## config.mk

```make
export PLATFORM = sky130hd
export DESIGN_NAME = hadr_router
export DESIGN_NICKNAME = d
export VERILOG_FILES = /design/src/design/hadr_pkg.sv /design/src/design/hadr_router.sv
export SDC_FILE = /design/constraint.sdc
export NUM_CORES = 1
export LEC_CHECK = 0
export ABC_CLOCK_PERIOD_IN_PS = 13200
export BUFFER_PORTS_ARGS = -buffer_cell sky130_fd_sc_hd__buf_2
export CORE_ASPECT_RATIO = 1.1
export CORE_MARGIN = 4
export CORE_UTILIZATION = 48
export CTS_CLUSTER_SIZE = 28
export DETAILED_ROUTE_END_ITERATION = 8
export PLACE_DENSITY = 0.77
export RECOVER_POWER = 25
export SLEW_MARGIN = 20
export SYNTH_ARGS = -nofsm -noshare
export SYNTH_HDL_FRONTEND = slang
export SYNTH_SLANG_ARGS = --single-unit
```

## constraint.sdc

```tcl
create_clock -name clk_sys_i -period 13.2 [get_ports clk_sys_i]
set_input_delay 1.32 -clock clk_sys_i [delete_from_list [all_inputs] [get_ports clk_sys_i]]
set_output_delay 1.32 -clock clk_sys_i [all_outputs]
set_load 0.01 [all_outputs]
```

## src/design/hadr_pkg.sv

```systemverilog
// Package for the host address decode and routing block.
// Assumes a single 100 MHz system clock and a classic Wishbone register slave.
package hadr_pkg;

  // ---------------------------------------------------------------
  // Register map (word aligned byte offsets)
  // ---------------------------------------------------------------
  localparam logic [7:0] OFS_MEM_CTRL = 8'h00;
  localparam logic [7:0] OFS_APERTURE = 8'h04;
  localparam logic [7:0] OFS_SHADOW = 8'h08;
  localparam logic [7:0] OFS_TOP_DRAM = 8'h0c;
  localparam logic [7:0] OFS_STATUS = 8'h10;
  localparam logic [7:0] OFS_LAST_ROUTE = 8'h14;

  // ---------------------------------------------------------------
  // Field positions in the memory control register
  // ---------------------------------------------------------------
  localparam int MC_APER_64 = 0;
  localparam int MC_HIGH_SMM_SEGMENT_EN = 1;
  localparam int MC_TSEG_EN = 2;
  localparam int MC_TSEG_1M = 3;
  localparam int MC_GMS_LO = 4;
  localparam int MC_VGA_EN = 6;
  localparam int MC_CSMM_OPEN = 7;

  // ---------------------------------------------------------------
  // Reset values
  // ---------------------------------------------------------------
  localparam logic [31:0] RST_MEM_CTRL = 32'h0000_0000;
  localparam logic [31:0] RST_APERTURE = 32'hf800_0000;
  localparam logic [31:0] RST_SHADOW = 32'h0000_0000;
  localparam logic [31:0] RST_TOP_DRAM = 32'h0800_0000;

  // ---------------------------------------------------------------
  // Fixed address ranges
  // ---------------------------------------------------------------
  localparam logic [11:0] APIC_IO_PAGE = 12'hfec;
  localparam logic [11:0] APIC_LOC_PAGE = 12'hfee;
  localparam logic [11:0] GAP_PAGE = 12'hfed;
  localparam logic [10:0] BIOS_TOP_2M = 11'h7ff;
  localparam logic [14:0] HIGH_SMM_SEGMENT_BASE = 15'h7f75;
  localparam logic [31:0] LEGACY_VGA_BASE = 32'h000a_0000;
  localparam logic [31:0] SIZE_512K = 32'h0008_0000;
  localparam logic [31:0] SIZE_1M = 32'h0010_0000;
  localparam logic [31:0] SIZE_32M = 32'h0200_0000;
  localparam logic [31:0] SIZE_64M = 32'h0400_0000;
  localparam logic [15:0] CFG_ADDR_PORT = 16'h0cf8;
  localparam logic [15:0] CFG_DATA_PORT = 16'h0cfc;
  localparam logic [9:0] VGA_MONO_LO = 10'h3b0;
  localparam logic [9:0] VGA_MONO_HI = 10'h3bb;
  localparam logic [9:0] VGA_COLOR_LO = 10'h3c0;
  localparam logic [9:0] VGA_COLOR_HI = 10'h3df;
  localparam logic [9:0] VGA_FWD_PORT = 10'h3bf;

  // ---------------------------------------------------------------
  // Request field encodings
  // ---------------------------------------------------------------
  localparam logic [4:0] REQ_SPECIAL_A = 5'b01000;
  localparam logic [2:0] REQ_SPECIAL_B = 3'b001;
  localparam logic [1:0] SIZE_CODE_OK = 2'b00;
  localparam logic [1:0] LEN_UPTO8 = 2'b00;
  localparam logic [1:0] LEN_16 = 2'b01;
  localparam logic [1:0] LEN_32 = 2'b10;
  localparam logic [1:0] LEN_RSVD = 2'b11;
  localparam logic [7:0] BE_ALL = 8'hff;
  localparam int IOQ_DEPTH = 4;

  // Destination codes, one hot
  typedef enum logic [5:0]
  {
    DST_DRAM = 6'b000001,
    DST_HUB = 6'b000010,
    DST_GFX = 6'b000100,
    DST_LOCAL = 6'b001000,
    DST_CFG = 6'b010000,
    DST_NONE = 6'b100000
  } hadr_dst_t;

  // Request as it enters the decoder
  typedef struct packed
  {
    logic from_hub;
    logic is_io;
    logic is_write;
    logic smm;
    logic io_wrap_addr_bit;
    logic [3:0] addr_hi;
    logic [31:0] addr;
    logic [4:0] request_phase_one;
    logic [4:0] request_phase_two;
    logic [1:0] transfer_length_field;
    logic [7:0] byte_enables;
  } hadr_req_t;

  // Routing decision
  typedef struct packed
  {
    hadr_dst_t dst;
    logic [31:0] addr;
    logic special;
    logic [7:0] special_type;
    logic bad_fields;
    logic wait_done;
  } hadr_route_t;

endpackage

```

## src/design/hadr_router.sv

```systemverilog
// Host address decode and routing block: one request in, one route out.
// Assumes the host side holds at most four outstanding requests and
// takes routes in order; Wishbone classic slave for configuration.
`timescale 1ns/100ps
`default_nettype none

// Notes on behaviour
// - Graphics aperture is 32 or 64 MB at a software base.
// - APIC ranges, every 4 KB I/O APIC unit included, go to the hub.
// - FED0_0000h page between the I/O and local APIC pages always goes to the hub for host cycles; hub cycles are not claimed.
// - Top 2 MB of 4 GB goes to the hub for boot firmware.
// - Enabled high segment FEEA_0000h-FEEB_FFFFh maps onto DRAM at A0000h for SMM cycles.
// - SMM memory below 1 MB, above 1 MB, and top segment of 512 KB or 1 MB.
// - Shadow regions route reads and writes by separate per-region attributes.
// - I/O not hitting config ports or graphics legacy I/O goes to hub.
// - Config address and data ports are decoded internally.
// - I/O addresses pass unchanged; wrap bit gives 64K+3 locations.
// - Disk I/O writes are never posted; finish after downstream completes.
// - I/O cycles from the hub are ignored and not claimed.
// - Hub memory cycles accepted only for system or graphics memory.
// - VGA I/O 3B0h-3BBh, 3C0h-3DFh, A[15:10] ignored, steered by select bits.
// - I/O to 3BFh from the host always goes to the hub.
// - Up to four outstanding requests tracked in order.
// - Requests complete strictly in arrival order.
// - Data size field is 00, a 64-bit bus.
// - Length 00 up to 8 bytes, 01 is 16, 10 is 32, 11 reserved.
// - Special cycle: phase one 01000, phase two xx001, type from A[15:8].
// - Above 4 GB terminated locally; writes dropped, reads return zero.
// - Unclaimed addresses from top of DRAM to 4 GB go to the hub.
module hadr_router
  import hadr_pkg::*;
#(
  parameter int QDEPTH = IOQ_DEPTH
)
(
  input wire logic clk_sys_i,
  input wire logic arst_n_i,
  // Wishbone classic slave
  input wire logic wb_cyc_i,
  input wire logic wb_stb_i,
  input wire logic wb_we_i,
  input wire logic [7:0] wb_adr_i,
  input wire logic [3:0] wb_sel_i,
  input wire logic [31:0] wb_dat_i,
  output logic [31:0] wb_dat_o,
  output logic wb_ack_o,
  // Request side
  input wire logic req_valid_i,
  input wire hadr_req_t req_i,
  output logic req_ready_o,
  // Completion of the oldest routed request by its target
  input wire logic done_i,
  // Disk-interface hit on an I/O write, from the downstream decoder
  input wire logic io_disk_hit_i,
  // Route side
  output logic route_valid_o,
  output hadr_route_t route_o,
  output logic [2:0] queue_count_o
);

  // ---------------------------------------------------------------
  // Reset synchroniser
  // ---------------------------------------------------------------
  logic rst_meta_reg;
  logic rst_n_reg;

  // Release is synchronous to avoid partial reset across the block
  always_ff @(posedge clk_sys_i or negedge arst_n_i)
  begin
    if (!arst_n_i)
    begin
      rst_meta_reg <= 1'b0;
      rst_n_reg <= 1'b0;
    end
    else
    begin
      rst_meta_reg <= 1'b1;
      rst_n_reg <= rst_meta_reg;
    end
  end

  // ---------------------------------------------------------------
  // Registers
  // ---------------------------------------------------------------
  logic [31:0] mem_ctrl_reg;
  logic [31:0] aperture_reg;
  logic [31:0] shadow_reg;
  logic [31:0] top_dram_reg;
  logic [31:0] status_reg;
  logic [31:0] last_route_reg;
  logic wb_hit;

  // Merge write data under byte lanes
  function automatic logic [31:0] lane_merge(input logic [31:0] old_v,
                                             input logic [31:0] new_v,
                                             input logic [3:0] sel);
    logic [31:0] r;
    r = old_v;
    for (int i = 0; i < 4; i++)
    begin
      if (sel[i])
      begin
        r[i*8 +: 8] = new_v[i*8 +: 8];
      end
    end
    return r;
  endfunction

  assign wb_hit = wb_cyc_i && wb_stb_i && !wb_ack_o;

  // Writable configuration, one access per ack
  always_ff @(posedge clk_sys_i or negedge rst_n_reg)
  begin
    if (!rst_n_reg)
    begin
      mem_ctrl_reg <= RST_MEM_CTRL;
      aperture_reg <= RST_APERTURE;
      shadow_reg <= RST_SHADOW;
      top_dram_reg <= RST_TOP_DRAM;
    end
    else if (wb_hit && wb_we_i)
    begin
      case (wb_adr_i)
        OFS_MEM_CTRL: mem_ctrl_reg <= lane_merge(mem_ctrl_reg, wb_dat_i, wb_sel_i);
        OFS_APERTURE: aperture_reg <= lane_merge(aperture_reg, wb_dat_i, wb_sel_i);
        OFS_SHADOW: shadow_reg <= lane_merge(shadow_reg, wb_dat_i, wb_sel_i);
        OFS_TOP_DRAM: top_dram_reg <= lane_merge(top_dram_reg, wb_dat_i, wb_sel_i);
        default: ;
      endcase
    end
  end

  // Ack after one wait state; unmapped reads return zero, writes dropped
  always_ff @(posedge clk_sys_i or negedge rst_n_reg)
  begin
    if (!rst_n_reg)
    begin
      wb_ack_o <= 1'b0;
      wb_dat_o <= 32'h0000_0000;
    end
    else
    begin
      wb_ack_o <= wb_hit;
      case (wb_adr_i)
        OFS_MEM_CTRL: wb_dat_o <= mem_ctrl_reg;
        OFS_APERTURE: wb_dat_o <= aperture_reg;
        OFS_SHADOW: wb_dat_o <= shadow_reg;
        OFS_TOP_DRAM: wb_dat_o <= top_dram_reg;
        OFS_STATUS: wb_dat_o <= status_reg;
        OFS_LAST_ROUTE: wb_dat_o <= last_route_reg;
        default: wb_dat_o <= 32'h0000_0000;
      endcase
    end
  end

  // ---------------------------------------------------------------
  // Decode helpers
  // ---------------------------------------------------------------
  function automatic logic in_rng(input logic [31:0] a, input logic [31:0] lo,
                                  input logic [31:0] sz);
    return (a >= lo) && ((a - lo) < sz);
  endfunction

  function automatic logic [1:0] shadow_attr(input logic [31:0] sh,
                                             input logic [31:0] a);
    logic [3:0] idx;
    idx = a[17:14];
    // Sixteen 16 KB segments C0000h-FFFFFh, bit0 read-enable, bit1 write-enable
    return sh[{idx[3:0], 1'b0} +: 2];
  endfunction

  logic tseg_1m;
  logic [31:0] tseg_size;
  logic [31:0] tseg_base;
  logic [31:0] gfx_size;
  logic [31:0] gfx_base;
  logic [31:0] aper_size;
  hadr_route_t dec;
  logic io_vga;

  assign tseg_1m = mem_ctrl_reg[MC_TSEG_1M];
  assign tseg_size = tseg_1m ? SIZE_1M : SIZE_512K;
  assign tseg_base = mem_ctrl_reg[MC_TSEG_EN] ? top_dram_reg - tseg_size : top_dram_reg;
  assign gfx_size = mem_ctrl_reg[MC_GMS_LO+1] ? SIZE_1M : SIZE_512K;
  assign gfx_base = tseg_base - gfx_size;
  assign aper_size = mem_ctrl_reg[MC_APER_64] ? SIZE_64M : SIZE_32M;
  assign io_vga = ((req_i.addr[9:0] >= VGA_MONO_LO) && (req_i.addr[9:0] <= VGA_MONO_HI))
    || ((req_i.addr[9:0] >= VGA_COLOR_LO) && (req_i.addr[9:0] <= VGA_COLOR_HI));

  // ---------------------------------------------------------------
  // Address decode, first match wins in a fixed order
  // ---------------------------------------------------------------
  always_comb
  begin
    logic [1:0] attr;
    logic gms_on;
    attr = shadow_attr(shadow_reg, req_i.addr);
    gms_on = mem_ctrl_reg[MC_GMS_LO] | mem_ctrl_reg[MC_GMS_LO+1];
    dec = '0;
    dec.dst = DST_HUB;
    dec.addr = req_i.addr;
    dec.special = (req_i.request_phase_one == REQ_SPECIAL_A)
      && (req_i.request_phase_two[2:0] == REQ_SPECIAL_B);
    dec.special_type = req_i.addr[15:8];
    dec.bad_fields = (req_i.transfer_length_field == LEN_RSVD)
      || (req_i.request_phase_two[4:3] != SIZE_CODE_OK)
      || ((req_i.transfer_length_field != LEN_UPTO8) && (req_i.byte_enables != BE_ALL));
    if (dec.special)
    begin
      dec.dst = DST_HUB;
    end
    else if (req_i.is_io)
    begin
      if (req_i.from_hub)
      begin
        dec.dst = DST_NONE;
      end
      else if (!req_i.io_wrap_addr_bit && ((req_i.addr[15:0] == CFG_ADDR_PORT)
               || (req_i.addr[15:0] == CFG_DATA_PORT)))
      begin
        dec.dst = DST_CFG;
      end
      else if (req_i.addr[9:0] == VGA_FWD_PORT)
      begin
        dec.dst = DST_HUB;
      end
      else if (io_vga && mem_ctrl_reg[MC_VGA_EN] && gms_on)
      begin
        dec.dst = DST_GFX;
      end
      else
      begin
        dec.dst = DST_HUB;
      end
      // Wrap bit carried as address bit 16, no translation
      dec.addr = {15'h0000, req_i.io_wrap_addr_bit, req_i.addr[15:0]};
    end
    else if (req_i.addr_hi != 4'h0)
    begin
      dec.dst = req_i.from_hub ? DST_NONE : DST_LOCAL;
    end
    else if (req_i.addr[31:20] == APIC_IO_PAGE || req_i.addr[31:20] == APIC_LOC_PAGE)
    begin
      // HIGH_SMM_SEGMENT sits inside the local APIC page and overrides it for SMM cycles when enabled
      if (req_i.addr[31:17] == HIGH_SMM_SEGMENT_BASE && mem_ctrl_reg[MC_HIGH_SMM_SEGMENT_EN] && req_i.smm)
      begin
        dec.dst = DST_DRAM;
        dec.addr = LEGACY_VGA_BASE | {15'h0000, req_i.addr[16:0]};
      end
      else
      begin
        dec.dst = req_i.from_hub ? DST_NONE : DST_HUB;
      end
    end
    else if (req_i.addr[31:20] == GAP_PAGE)
    begin
      dec.dst = req_i.from_hub ? DST_NONE : DST_HUB;
    end
    else if (req_i.addr[31:21] == BIOS_TOP_2M)
    begin
      dec.dst = req_i.from_hub ? DST_NONE : DST_HUB;
    end
    else if (in_rng(req_i.addr, aperture_reg, aper_size))
    begin
      dec.dst = DST_GFX;
    end
    else if (req_i.addr >= top_dram_reg)
    begin
      dec.dst = req_i.from_hub ? DST_NONE : DST_HUB;
    end
    else if (mem_ctrl_reg[MC_TSEG_EN] && req_i.addr >= tseg_base)
    begin
      dec.dst = (req_i.smm && !req_i.from_hub) ? DST_DRAM : DST_HUB;
    end
    else if (gms_on && req_i.addr >= gfx_base)
    begin
      dec.dst = DST_GFX;
    end
    else if (req_i.addr[31:17] == 15'h0005)
    begin
      // A0000h-BFFFFh: SMM open to DRAM, else graphics or hub
      if ((req_i.smm || mem_ctrl_reg[MC_CSMM_OPEN]) && !req_i.from_hub)
      begin
        dec.dst = DST_DRAM;
      end
      else
      begin
        dec.dst = (mem_ctrl_reg[MC_VGA_EN] && gms_on) ? DST_GFX : DST_HUB;
      end
    end
    else if (req_i.addr[31:18] == 14'h0003)
    begin
      // Read enable selects DRAM on reads, write enable on writes
      dec.dst = (req_i.is_write ? attr[1] : attr[0]) ? DST_DRAM : DST_HUB;
    end
    else
    begin
      dec.dst = DST_DRAM;
    end
    if (!dec.special && !req_i.is_io && req_i.from_hub && dec.dst == DST_HUB)
    begin
      dec.dst = DST_NONE;
    end
    // Non-posted disk I/O write waits for the downstream completion
    dec.wait_done = req_i.is_io && req_i.is_write && io_disk_hit_i;
  end

  // ---------------------------------------------------------------
  // In-order queue
  // ---------------------------------------------------------------
  hadr_route_t q_mem [QDEPTH];
  logic [1:0] wr_ptr_reg;
  logic [1:0] rd_ptr_reg;
  logic [2:0] cnt_reg;
  logic push;
  logic pop;

  assign req_ready_o = (cnt_reg < 3'(QDEPTH));
  assign push = req_valid_i && req_ready_o;
  assign pop = route_valid_o && done_i;
  assign route_valid_o = (cnt_reg != 3'h0);
  assign route_o = q_mem[rd_ptr_reg];
  assign queue_count_o = cnt_reg;

  // Storage carries no reset; the count guards stale entries
  always_ff @(posedge clk_sys_i)
  begin
    if (push)
    begin
      q_mem[wr_ptr_reg] <= dec;
    end
  end

  // Pointers advance one per push and pop, oldest always served first
  always_ff @(posedge clk_sys_i or negedge rst_n_reg)
  begin
    if (!rst_n_reg)
    begin
      wr_ptr_reg <= 2'h0;
      rd_ptr_reg <= 2'h0;
      cnt_reg <= 3'h0;
    end
    else
    begin
      if (push)
      begin
        wr_ptr_reg <= wr_ptr_reg + 2'h1;
      end
      if (pop)
      begin
        rd_ptr_reg <= rd_ptr_reg + 2'h1;
      end
      cnt_reg <= cnt_reg + 3'(push) - 3'(pop);
    end
  end

  // ---------------------------------------------------------------
  // Status and last route capture
  // ---------------------------------------------------------------
  // Sticky bit 0 flags a bad size or length field; a status write with lane 0 set clears it,
  // but a new error in the same cycle wins
  always_ff @(posedge clk_sys_i or negedge rst_n_reg)
  begin
    if (!rst_n_reg)
    begin
      status_reg <= 32'h0000_0000;
      last_route_reg <= 32'h0000_0000;
    end
    else
    begin
      status_reg[31:1] <= {26'h0000000, cnt_reg, 2'b00};
      if (push && dec.bad_fields)
      begin
        status_reg[0] <= 1'b1;
      end
      else if (wb_hit && wb_we_i && wb_adr_i == OFS_STATUS && wb_sel_i[0])
      begin
        status_reg[0] <= 1'b0;
      end
      if (push)
      begin
        last_route_reg <= {16'h0000, dec.special_type, 1'b0, dec.special, dec.dst};
      end
    end
  end

endmodule

`default_nettype wire

```

Word level (Yosys, flattened, before mapping)
Memory sizes are Yosys's and may differ from the RTL's. Index checks and enable logic that the tools add are counted.

Bits in registers: 189. Bits in writable memories: 196. Memories kept: 1.

Add/subtract/negate cells: 7. Magnitude comparators: 10. Equal/unequal tests: 20. Shifts and indexed selects: 1. Muxes and demuxes: 38. Bitwise gates (word level): 1. Reductions and logical operators: 61.

Memory list: q_mem (depth 4, width 49, rd ports 1, clocked after Yosys merged registers in 0, wr ports 1, line hadr_router.sv:311) `hadr_route_t q_mem [QDEPTH];`.

Operator list (number): one-hot mux 32 bit (6 select lines) (1); 2-to-1 mux 32 bit (5); greater-or-equal comparator 32 bit (4); 2-to-1 mux 6 bit (15); subtractor 32 x 21 -> 32 bit (2); AND reduction 3 bit (16); 2-to-1 mux 21 bit (2); 2-to-1 mux 38 bit (1); == test 12 bit (second input constant) (3); == test 16 x 12 -> 1 bit (second input constant) (2); less-than comparator 32 x 27 -> 1 bit (1); variable part select 32 x 6 -> 2 bit (1); subtractor 32 bit (1); logical AND 1 bit (28); 2-to-1 mux 27 bit (1); greater-or-equal comparator 10 bit (second input constant) (2); <= comparator 10 bit (second input constant) (2); == test 8 x 4 -> 1 bit (second input constant) (2); == test 8 x 5 -> 1 bit (second input constant) (2); == test 15 bit (second input constant) (1); == test 15 x 3 -> 1 bit (second input constant) (1); == test 14 x 2 -> 1 bit (second input constant) (1); 2-to-1 mux 3 bit (4); == test 11 bit (second input constant) (1); 21 further kinds (39).

Longest topological paths before layout
Gate-level depths: netlist of the first run.

Depth in word-level cells: 19. Gate-level depth with buffers: 24. Depth with buffers taken out: 24.

Worst setup path after synthesis of the first run
No wires, ideal clock.

Kind: register -> register. Start: register mem_ctrl_reg[3]. End: memory q_mem[0][44] in the netlist's numbering, data pin. Library setup time: 0.269 ns. Arrival time: 4.455 ns. Data required time: 12.931 ns. Setup slack: 8.476 ns. Stages on the path, launching flop included: 23. Buffers on the path: 0. Clock period less this slack: 4.724 ns. Path through: dfrtp_1 -> inv_1 -> ha_1 -> fa_1 -> mux2i_1 -> ha_1 -> nor2b_1 -> nor3b_1 -> nand3_1 -> nor3b_1 -> nand3_1 -> xnor2_1 -> ha_1 -> nand4_1 -> nor3_1 -> nand3_1 -> a211o_1 -> a21oi_1 -> nor3_1 -> mux2i_1 -> o41a_1 -> and4b_1 -> nor2_1.

RTL lines: from (decl) (line hadr_router.sv:85) `logic [31:0] mem_ctrl_reg;`; from (signal assigned) (line hadr_router.sv:124) `OFS_MEM_CTRL: mem_ctrl_reg <= lane_merge(mem_ctrl_reg, wb_dat_i, wb_sel_i);`; to (decl) (line hadr_router.sv:311).

==> results by group, run 1 <==
Synth
  • Synth unique cells: 76
  • Top cells by area, synth: edfxtp_1 27%, dfrtp_1 26%, ha_1 6.8%, mux2_2 6.6%, mux4_2 6.1%
  • Mapped Cells: 1433
  • Post-synth EDFFs: 164
  • Commonest cells post-synth: 183 x dfrtp_1, 164 x edfxtp_1, 124 x nand2_1
  • Ys flop type: dfrtp_1
  • Post-synth ARST share: 53.5%
  • Post-synthesis sequential area ratio: 53.8%
  • Most common cell in the netlist: dfrtp_1
  • Area leader, netlist: edfxtp_1
  • Syn Area/Cell: 12.5 sq um
  • Post-Syn Nets: 1647
  • Area share of the largest cell type after synthesis: 27.4%
  • Synthesized area: 18000 sq um
  • Flop and latch count out of synthesis: 353
  • Synthesis Warnings: 0

Place
  • PortBufs: 199
  • Placer congestion estimate: 0.995
  • Worst slack, placed: 7780 ps
  • Detailed Place HPWL: 35900 um

Timing
  • Worst Slack Setup Final: 7430 ps
  • Final setup viols: 0
  • Slew Limit Headroom: -112%
  • Max Fclk: 0.173 GHz
  • Hold Vio Cnt, Final: 0
  • Clk_skew: 19.0 ps
  • Setup_tns: 0 ps
  • Slew Viols, Final: 153
  • Crit share post-route: 43.7%
  • Final min period: 5770 ps
  • Unrepaired setup endpoints after global routing: false
  • Worst slew pin tran: 3170 ps

Setup path
  • Crit start category: flop
  • CP max stage cell: clkbuf_1
  • CP arrival: 5690 ps
  • Crit path capture type: async pin
  • Largest stage delay, worst path: 2300 ps
  • Worst reg2reg path depth: 2
  • Crit path max fanout: 61
  • Critical path class: flop to async pin
  • Crit-path cells: clkbuf_1 -> clkbuf_1
  • Worst endpoint required time: 13130 ps
  • Crit path top cell by count: clkbuf_1

Clock network
  • Clock root buffer: clkbuf_16
  • Clock Path Buffers: 3
  • H-tree depth: 2
  • Worst-path clk slew: 60 ps
  • TritonCTS Buffers: 37
  • CTS Sinks: 353
  • Hold buffer count at cts: 0
  • Clk Latency, worst-skew pair: 540 ps
  • Post-CTS setup buffer count: 0
  • CTS tree: done
  • Resize count post-CTS: 0

Route
  • Met3 Routed Length: 3110 um
  • DR vias: 12700
  • DRC Markers: 0
  • Vias per cell: 5.91
  • Routed WL per cell: 22.7 um
  • Met2 routed WL: 23500 um
  • Pre-antenna DRT Iters: 5
  • First DRT Iteration DRCs: 1112
  • Total Wirelength: 48900 um
  • Final ANT Viol Nets: 0
  • Highest routed layer: met5
  • Routed metal-1 wire length: 21000 um

Outcome
  • Failing checks: capacitance limit, slew limit
  • Outcome: finished with violations

Pwr
  • P_leak: 8.94 nW
  • Worst IR Drop VDD: 0.0814 mV
  • Pwr dens: 146 nW/um^2

Min path
  • Hold crit path type: flop to flop
  • Worst hold stages: 0

Run
  • Max_cap viols: 3

Floorplan
  • # IOs: 200
  • Row cnt: 74
  • Initial core utilization: 48.5%
  • Core Region: 37000 sq um
  • Die extent in x: 192 um
  • Die area: 40600 sq um
  • Die Y: 211 um

Layout
  • Proportion of layout cells with a drive suffix above 1: 25.8%
  • Max reg flops: 164
  • Nets: 1841
  • Synth-to-layout area growth: 14.9%
  • Biggest register: q_mem

Global routing
  • First-pass GRT wire length: 75200 um
  • GRT Overall Usage: 24.0%
  • Gr ovfl total: 0
  • Vias in the first global route: 12800
  • Largest net degree at the start of global routing: 80
  • Antenna violations before repair: 3
-- cells in the final DEF, fill, tap and decap left out, types with 6 or more instances in the layout --
cell / Yosys / routed
clkbuf_1: 40 / 35
clkbuf_16: 0 / 39
and2_1: 12 / 8
a21o_1: 17 / 17
nand3_1: 34 / 34
nor4_1: 11 / 10
o22ai_1: 25 / 25
nor2_1: 41 / 41
ha_1: 98 / 98
a21oi_1: 67 / 67
dfstp_2: 6 / 6
buf_4: 9 / 12
or3_1: 9 / 9
edfxtp_1: 164 / 164
xnor2_1: 24 / 24
inv_1: 89 / 89
clkbuf_8: 0 / 6
xor2_1: 11 / 11
mux2_2: 105 / 105
nand2_1: 124 / 124
nor3_1: 24 / 23
a211oi_1: 12 / 12
o221ai_1: 6 / 6
a22oi_1: 19 / 19
o21ai_0: 65 / 65
nor2b_1: 22 / 22
dfrtp_1: 183 / 181
and3_1: 7 / 7
nand4_1: 23 / 23
buf_2: 0 / 181
mux2i_1: 48 / 48
mux4_2: 49 / 49
-- final cells by class --
cell class                      instances  area (sq um)
Antenna cell                            3          7.51
Clock buffer                           58          1110
Clock inverter                         10          96.3
Fill cell                            3084         16400
Inverter                               90           338
Multi-Input combinational cell        930          7710
Sequential cell                       353          9660
Tap cell                              494           618
Timing Repair Buffer                  215          1080
-- report_power, final --
| group | internal, mW | switching (mW) | total (mW) | leakage, nW |
|---|---|---|---|---|
| Sequential | 1.27 | 0.0862 | 1.35 | 3.89 |
| Clock | 0.602 | 0.421 | 1.02 | 0.593 |
| Combinational | 0.283 | 0.344 | 0.627 | 4.45 |
| Total | 2.15 | 0.851 | 3.00 | 8.94 |
-- critical path, delay by kind of cell, from the launching register on --
kind | cells | cell delay [ps]
buf+inv | 2 | 3150
flops | 1 | 1940
-- metal layers --
metal | vias up | global-route usage [%]
li1 | 5742 | -
met1 | 6395 | 33.7
met2 | 485 | 39.0
met3 | 89 | 3.72
met4 | 4 | 7.28
met5 | - | 0
-- per-stage QoR --
step / area (sq um) / utilization (%) / hold WS [ps] / power (mW) / cells
3_3_place_gp: 19400 / 52.5 / 337 / 1.99 / 2081
5_1_grt: 20600 / 55.7 / 362 / 3.14 / 2151
3_5_place_dp: 19400 / 52.5 / 338 / 2.01 / 2081
2_1_floorplan: 18000 / - / 331 / 1.76 / 1433
6_report: 20600 / 55.7 / 354 / 3.00 / 2153
4_1_cts: 20700 / 55.8 / 359 / 3.04 / 2149
-- kinds of logic after synthesis --
logic type / after synthesis / synth area share (%)
other cells: 1 / 0.0209
flops: 353 / 53.8
mux: 202 / 15.4
buf+inv: 150 / 3.32
fa+ha+maj: 103 / 7.28
xor+xnor: 37 / 1.96
simple gates: 338 / 9.57
compound gates: 249 / 8.64
-- final timing paths --
path                                    end             from  slack, ps
max                        top_dram_reg[28]        rst_n_reg       7430
min                               rst_n_reg     rst_meta_reg        350
max reg2reg                top_dram_reg[28]        rst_n_reg       7430
min reg2reg                       rst_n_reg     rst_meta_reg        350
max in group clk_sys_i         q_mem[3][44]  mem_ctrl_reg[3]       7650
min in group asynchronous         rst_n_reg         arst_n_i        560
No activity file was read; power rests on OpenSTA's default activity.
==> run 2: changes to the inputs <==
--- a/config.mk
+++ b/config.mk
@@ -5,7 +5,7 @@
 export SDC_FILE = /design/constraint.sdc
 export NUM_CORES = 1
 export LEC_CHECK = 0
-export ABC_CLOCK_PERIOD_IN_PS = 13200
+export ABC_CLOCK_PERIOD_IN_PS = 5400
 export BUFFER_PORTS_ARGS = -buffer_cell sky130_fd_sc_hd__buf_2
 export CORE_ASPECT_RATIO = 1.1
 export CORE_MARGIN = 4
==> constraint.sdc (replaced) <==
create_clock -name clk_sys_i -period 5.4 [get_ports clk_sys_i]
set_input_delay 0.54 -clock clk_sys_i [delete_from_list [all_inputs] [get_ports clk_sys_i]]
set_output_delay 0.54 -clock clk_sys_i [all_outputs]
set_load 0.01 [all_outputs]
==> results by group, run 2 (synthesized netlist as in run 1, its figures left out) <==
Outcome
  • Outcome: finished with violations (unchanged)
  • Failing checks: capacitance limit, slew limit (unchanged)

Setup path
  • Critical path class: flop to flop (was flop to async pin)
  • CP arrival: 5330 ps (was 5690 ps)
  • Worst reg2reg path depth: 22 (was 2)
  • Worst endpoint required time: 5670 ps (was 13130 ps)
  • Crit path capture type: flop (was async pin)
  • Launch point of the worst reg-to-reg path: mem_ctrl_reg[3] (was rst_n_reg)
  • RR Endpoint: q_mem[3][44] (was top_dram_reg[28])
  • Crit start category: flop (unchanged)
  • R2R Setup Slk: 340 ps (was 7430 ps)
  • Crit path max fanout: 4 (was 61)

Route
  • Total Wirelength: 48200 um (was 48900 um)
  • Vias per cell: 5.94 (was 5.91)
  • Routed WL per cell: 22.4 um (was 22.7 um)
  • First DRT Iteration DRCs: 1141 (was 1112)
  • Pre-antenna DRT Iters: 6 (was 5)
  • DRC Markers: 0 (unchanged)
  • DR vias: 12800 (was 12700)
  • Final ANT Viol Nets: 0 (unchanged)

Clock network
  • CTS Sinks: 353 (unchanged)
  • H-tree depth: 2 (unchanged)
  • CTS tree: done (unchanged)
  • Clock Path Buffers: 3 (unchanged)
  • Clock root buffer: clkbuf_16 (unchanged)
  • Worst-path clk slew: 60 ps (about the same)
  • TritonCTS Buffers: 36 (was 37)
  • Clk Latency, worst-skew pair: 560 ps (was 540 ps)

Place
  • PortBufs: 199 (unchanged)
  • Worst slack, placed: 232 ps (was 7780 ps)
  • Dpl cells: 2085 (was 2081)
  • Placer congestion estimate: 0.947 (was 0.995)
  • Detailed Place HPWL: 35500 um (was 35900 um)

Global routing
  • Vias in the first global route: 12800 (about the same)
  • Gr ovfl total: 0 (unchanged)
  • GRT Overall Usage: 23.7% (was 24.0%)
  • First-pass GRT wire length: 74100 um (was 75200 um)
  • Largest net degree at the start of global routing: 141 (was 80)
  • Antenna violations before repair: 3 (unchanged)

Pwr
  • P_leak: 8.80 nW (was 8.94 nW)
  • Worst IR Drop VDD: 0.231 mV (was 0.0814 mV)
  • Pint: 5.13 mW (was 2.15 mW)
  • Clock power share: 33.3% (was 34.1%)
  • Net Sw Power: 2.12 mW (was 851 uW)
  • Logic pwr share: 21.3% (was 20.9%)
  • Pwr dens: 352 nW/um^2 (was 146 nW/um^2)
  • Sw Ratio: 29.2% (was 28.3%)
  • Seq pwr share: 45.3% (was 45.1%)

Floorplan
  • Die extent in x: 192 um (unchanged)
  • Initial core utilization: 48.5% (unchanged)
  • # IOs: 200 (unchanged)
  • Die area: 40600 sq um (unchanged)
  • Row cnt: 74 (unchanged)
  • Die Y: 211 um (unchanged)
  • Core Region: 37000 sq um (unchanged)

Layout
  • Synth-to-layout area growth: 14.8% (was 14.9%)
  • Nets: 1845 (was 1841)
  • Post-route non-filler standard cell count: 2156 (was 2153)
  • Most common cell after layout, fill and taps aside: dfrtp_1
  • Proportion of layout cells with a drive suffix above 1: 24.5% (was 25.8%)
  • Final Util: 55.6% (was 55.7%)
  • Max reg flops: 164 (unchanged)
  • Biggest register: q_mem (unchanged)
  • Highest-count cells in the layout ignoring fill and taps: 182 x dfrtp_1, 164 x edfxtp_1, 148 x buf_2 (was 181 x dfrtp_1, 181 x buf_2, 164 x edfxtp_1)

Timing
  • Hold Vio Cnt, Final: 0 (unchanged)
  • Clk_skew: 26.6 ps (was 19.0 ps)
  • Max Fclk: 0.198 GHz (was 0.173 GHz)
  • Final setup viols: 0 (unchanged)
  • Worst Slack Setup Final: 339 ps (was 7430 ps)
  • Slew Limit Headroom: -34.7% (was -112%)
  • Slew Viols, Final: 219 (was 153)
  • Final min period: 5060 ps (was 5770 ps)
  • Worst slew pin tran: 2020 ps (was 3170 ps)
  • Crit share post-route: 93.7% (was 43.7%)

Min path
  • Hold endpoint: wb_ack_o (was rst_n_reg)
  • Hold crit path type: input pin to flop (was flop to flop)
  • Hold Startpoint: wb_stb_i (was rst_meta_reg)
  • Worst hold stages: 3 (was 0)

Run
  • Max_cap viols: 3 (unchanged)
## run 2: changes by cell type in the layout (fill, tap and decap cells not counted), sizes merged
cell / before / now
buf: 193 / 162
clkbuf: 80 / 103
clkinv: 6 / 14
clkinvlp: 0 / 2
dlygate4sd3: 0 / 1
## run 2: worst max-delay path, stage by stage (launching register included)
cell     delay, ps
dfrtp_1        400
inv_1          100
ha_1           240
fa_1           450
mux2i_2        190
ha_1           260
nor2b_1        140
nor3b_2        180
nand3_1        170
nor3b_2        230
nand3_1        120
xnor2_1        150
ha_1           300
nand4_1        120
nor3_2         260
nand3_1        110
a211o_1        300
a21oi_1        210
nor3_1          70
mux2i_1        180
o41a_1         270
and4b_1        290
nor2_2          70
## run 2: worst max path at each step
stage	start	endpoint	slack, ps	cells after the start
after floorplan	mem_ctrl_reg[3]	q_mem[0][44]	680	22
after global placement	mem_ctrl_reg[3]	q_mem[0][44]	310	22
after detailed placement	mem_ctrl_reg[3]	q_mem[1][44]	230	22
after CTS	mem_ctrl_reg[3]	q_mem[3][44]	110	22
after global routing	mem_ctrl_reg[3]	q_mem[3][44]	-5	22
final	mem_ctrl_reg[3]	q_mem[3][44]	340	22
## run 2: stage by stage
| step | hold slack (ps) | TNS, ps | cell area, sq um | power, mW |
|---|---|---|---|---|
| floorplan | 244 | 0 | 18000 | 4.30 |
| global placement | 325 | 0 | 19500 | 4.85 |
| CTS | 191 | 0 | 20600 | 7.31 |
| detailed placement | 329 | 0 | 19500 | 4.90 |
| finish | 209 | 0 | 20600 | 7.25 |
| global route | 229 | -5.29 | 20600 | 7.59 |
## run 2: power groups by stage
stage / Clock [mW] / Combinational (mW) / Sequential [mW]
floorplan: 0 / 1.06 / 3.24
global placement: 0 / 1.52 / 3.33
detailed placement: 0 / 1.55 / 3.35
CTS: 2.45 / 1.56 / 3.30
global route: 2.58 / 1.68 / 3.32
finish: 2.42 / 1.55 / 3.29
## run 2: layout make-up
class / count / area, sq um
Antenna cell: 3 / 7.51
Clock buffer: 46 / 968
Clock inverter: 20 / 173
Fill cell: 3044 / 16400
Inverter: 90 / 338
Multi-Input combinational cell: 930 / 7770
Sequential cell: 353 / 9660
Tap cell: 494 / 618
Timing Repair Buffer: 220 / 1070
## run 2: what timing repair did
item | 4_1_cts | 5_1_grt
endpoints found under the setup margin | 0 | 20
hold buffers | 1 | 0
setup buffers | 0 | 1
gates resized for setup | 0 | 11
endpoints found under the hold margin | 2 | 0
## run 2: routing by layer
metal	part of all wire, %	track usage (%)	vias to the layer above
li1	-	-	5750
met1	42	33.0	6370
met2	46	37.2	541
met3	7.5	4.74	139
met4	4.0	9.05	2
met5	0.027	0	-
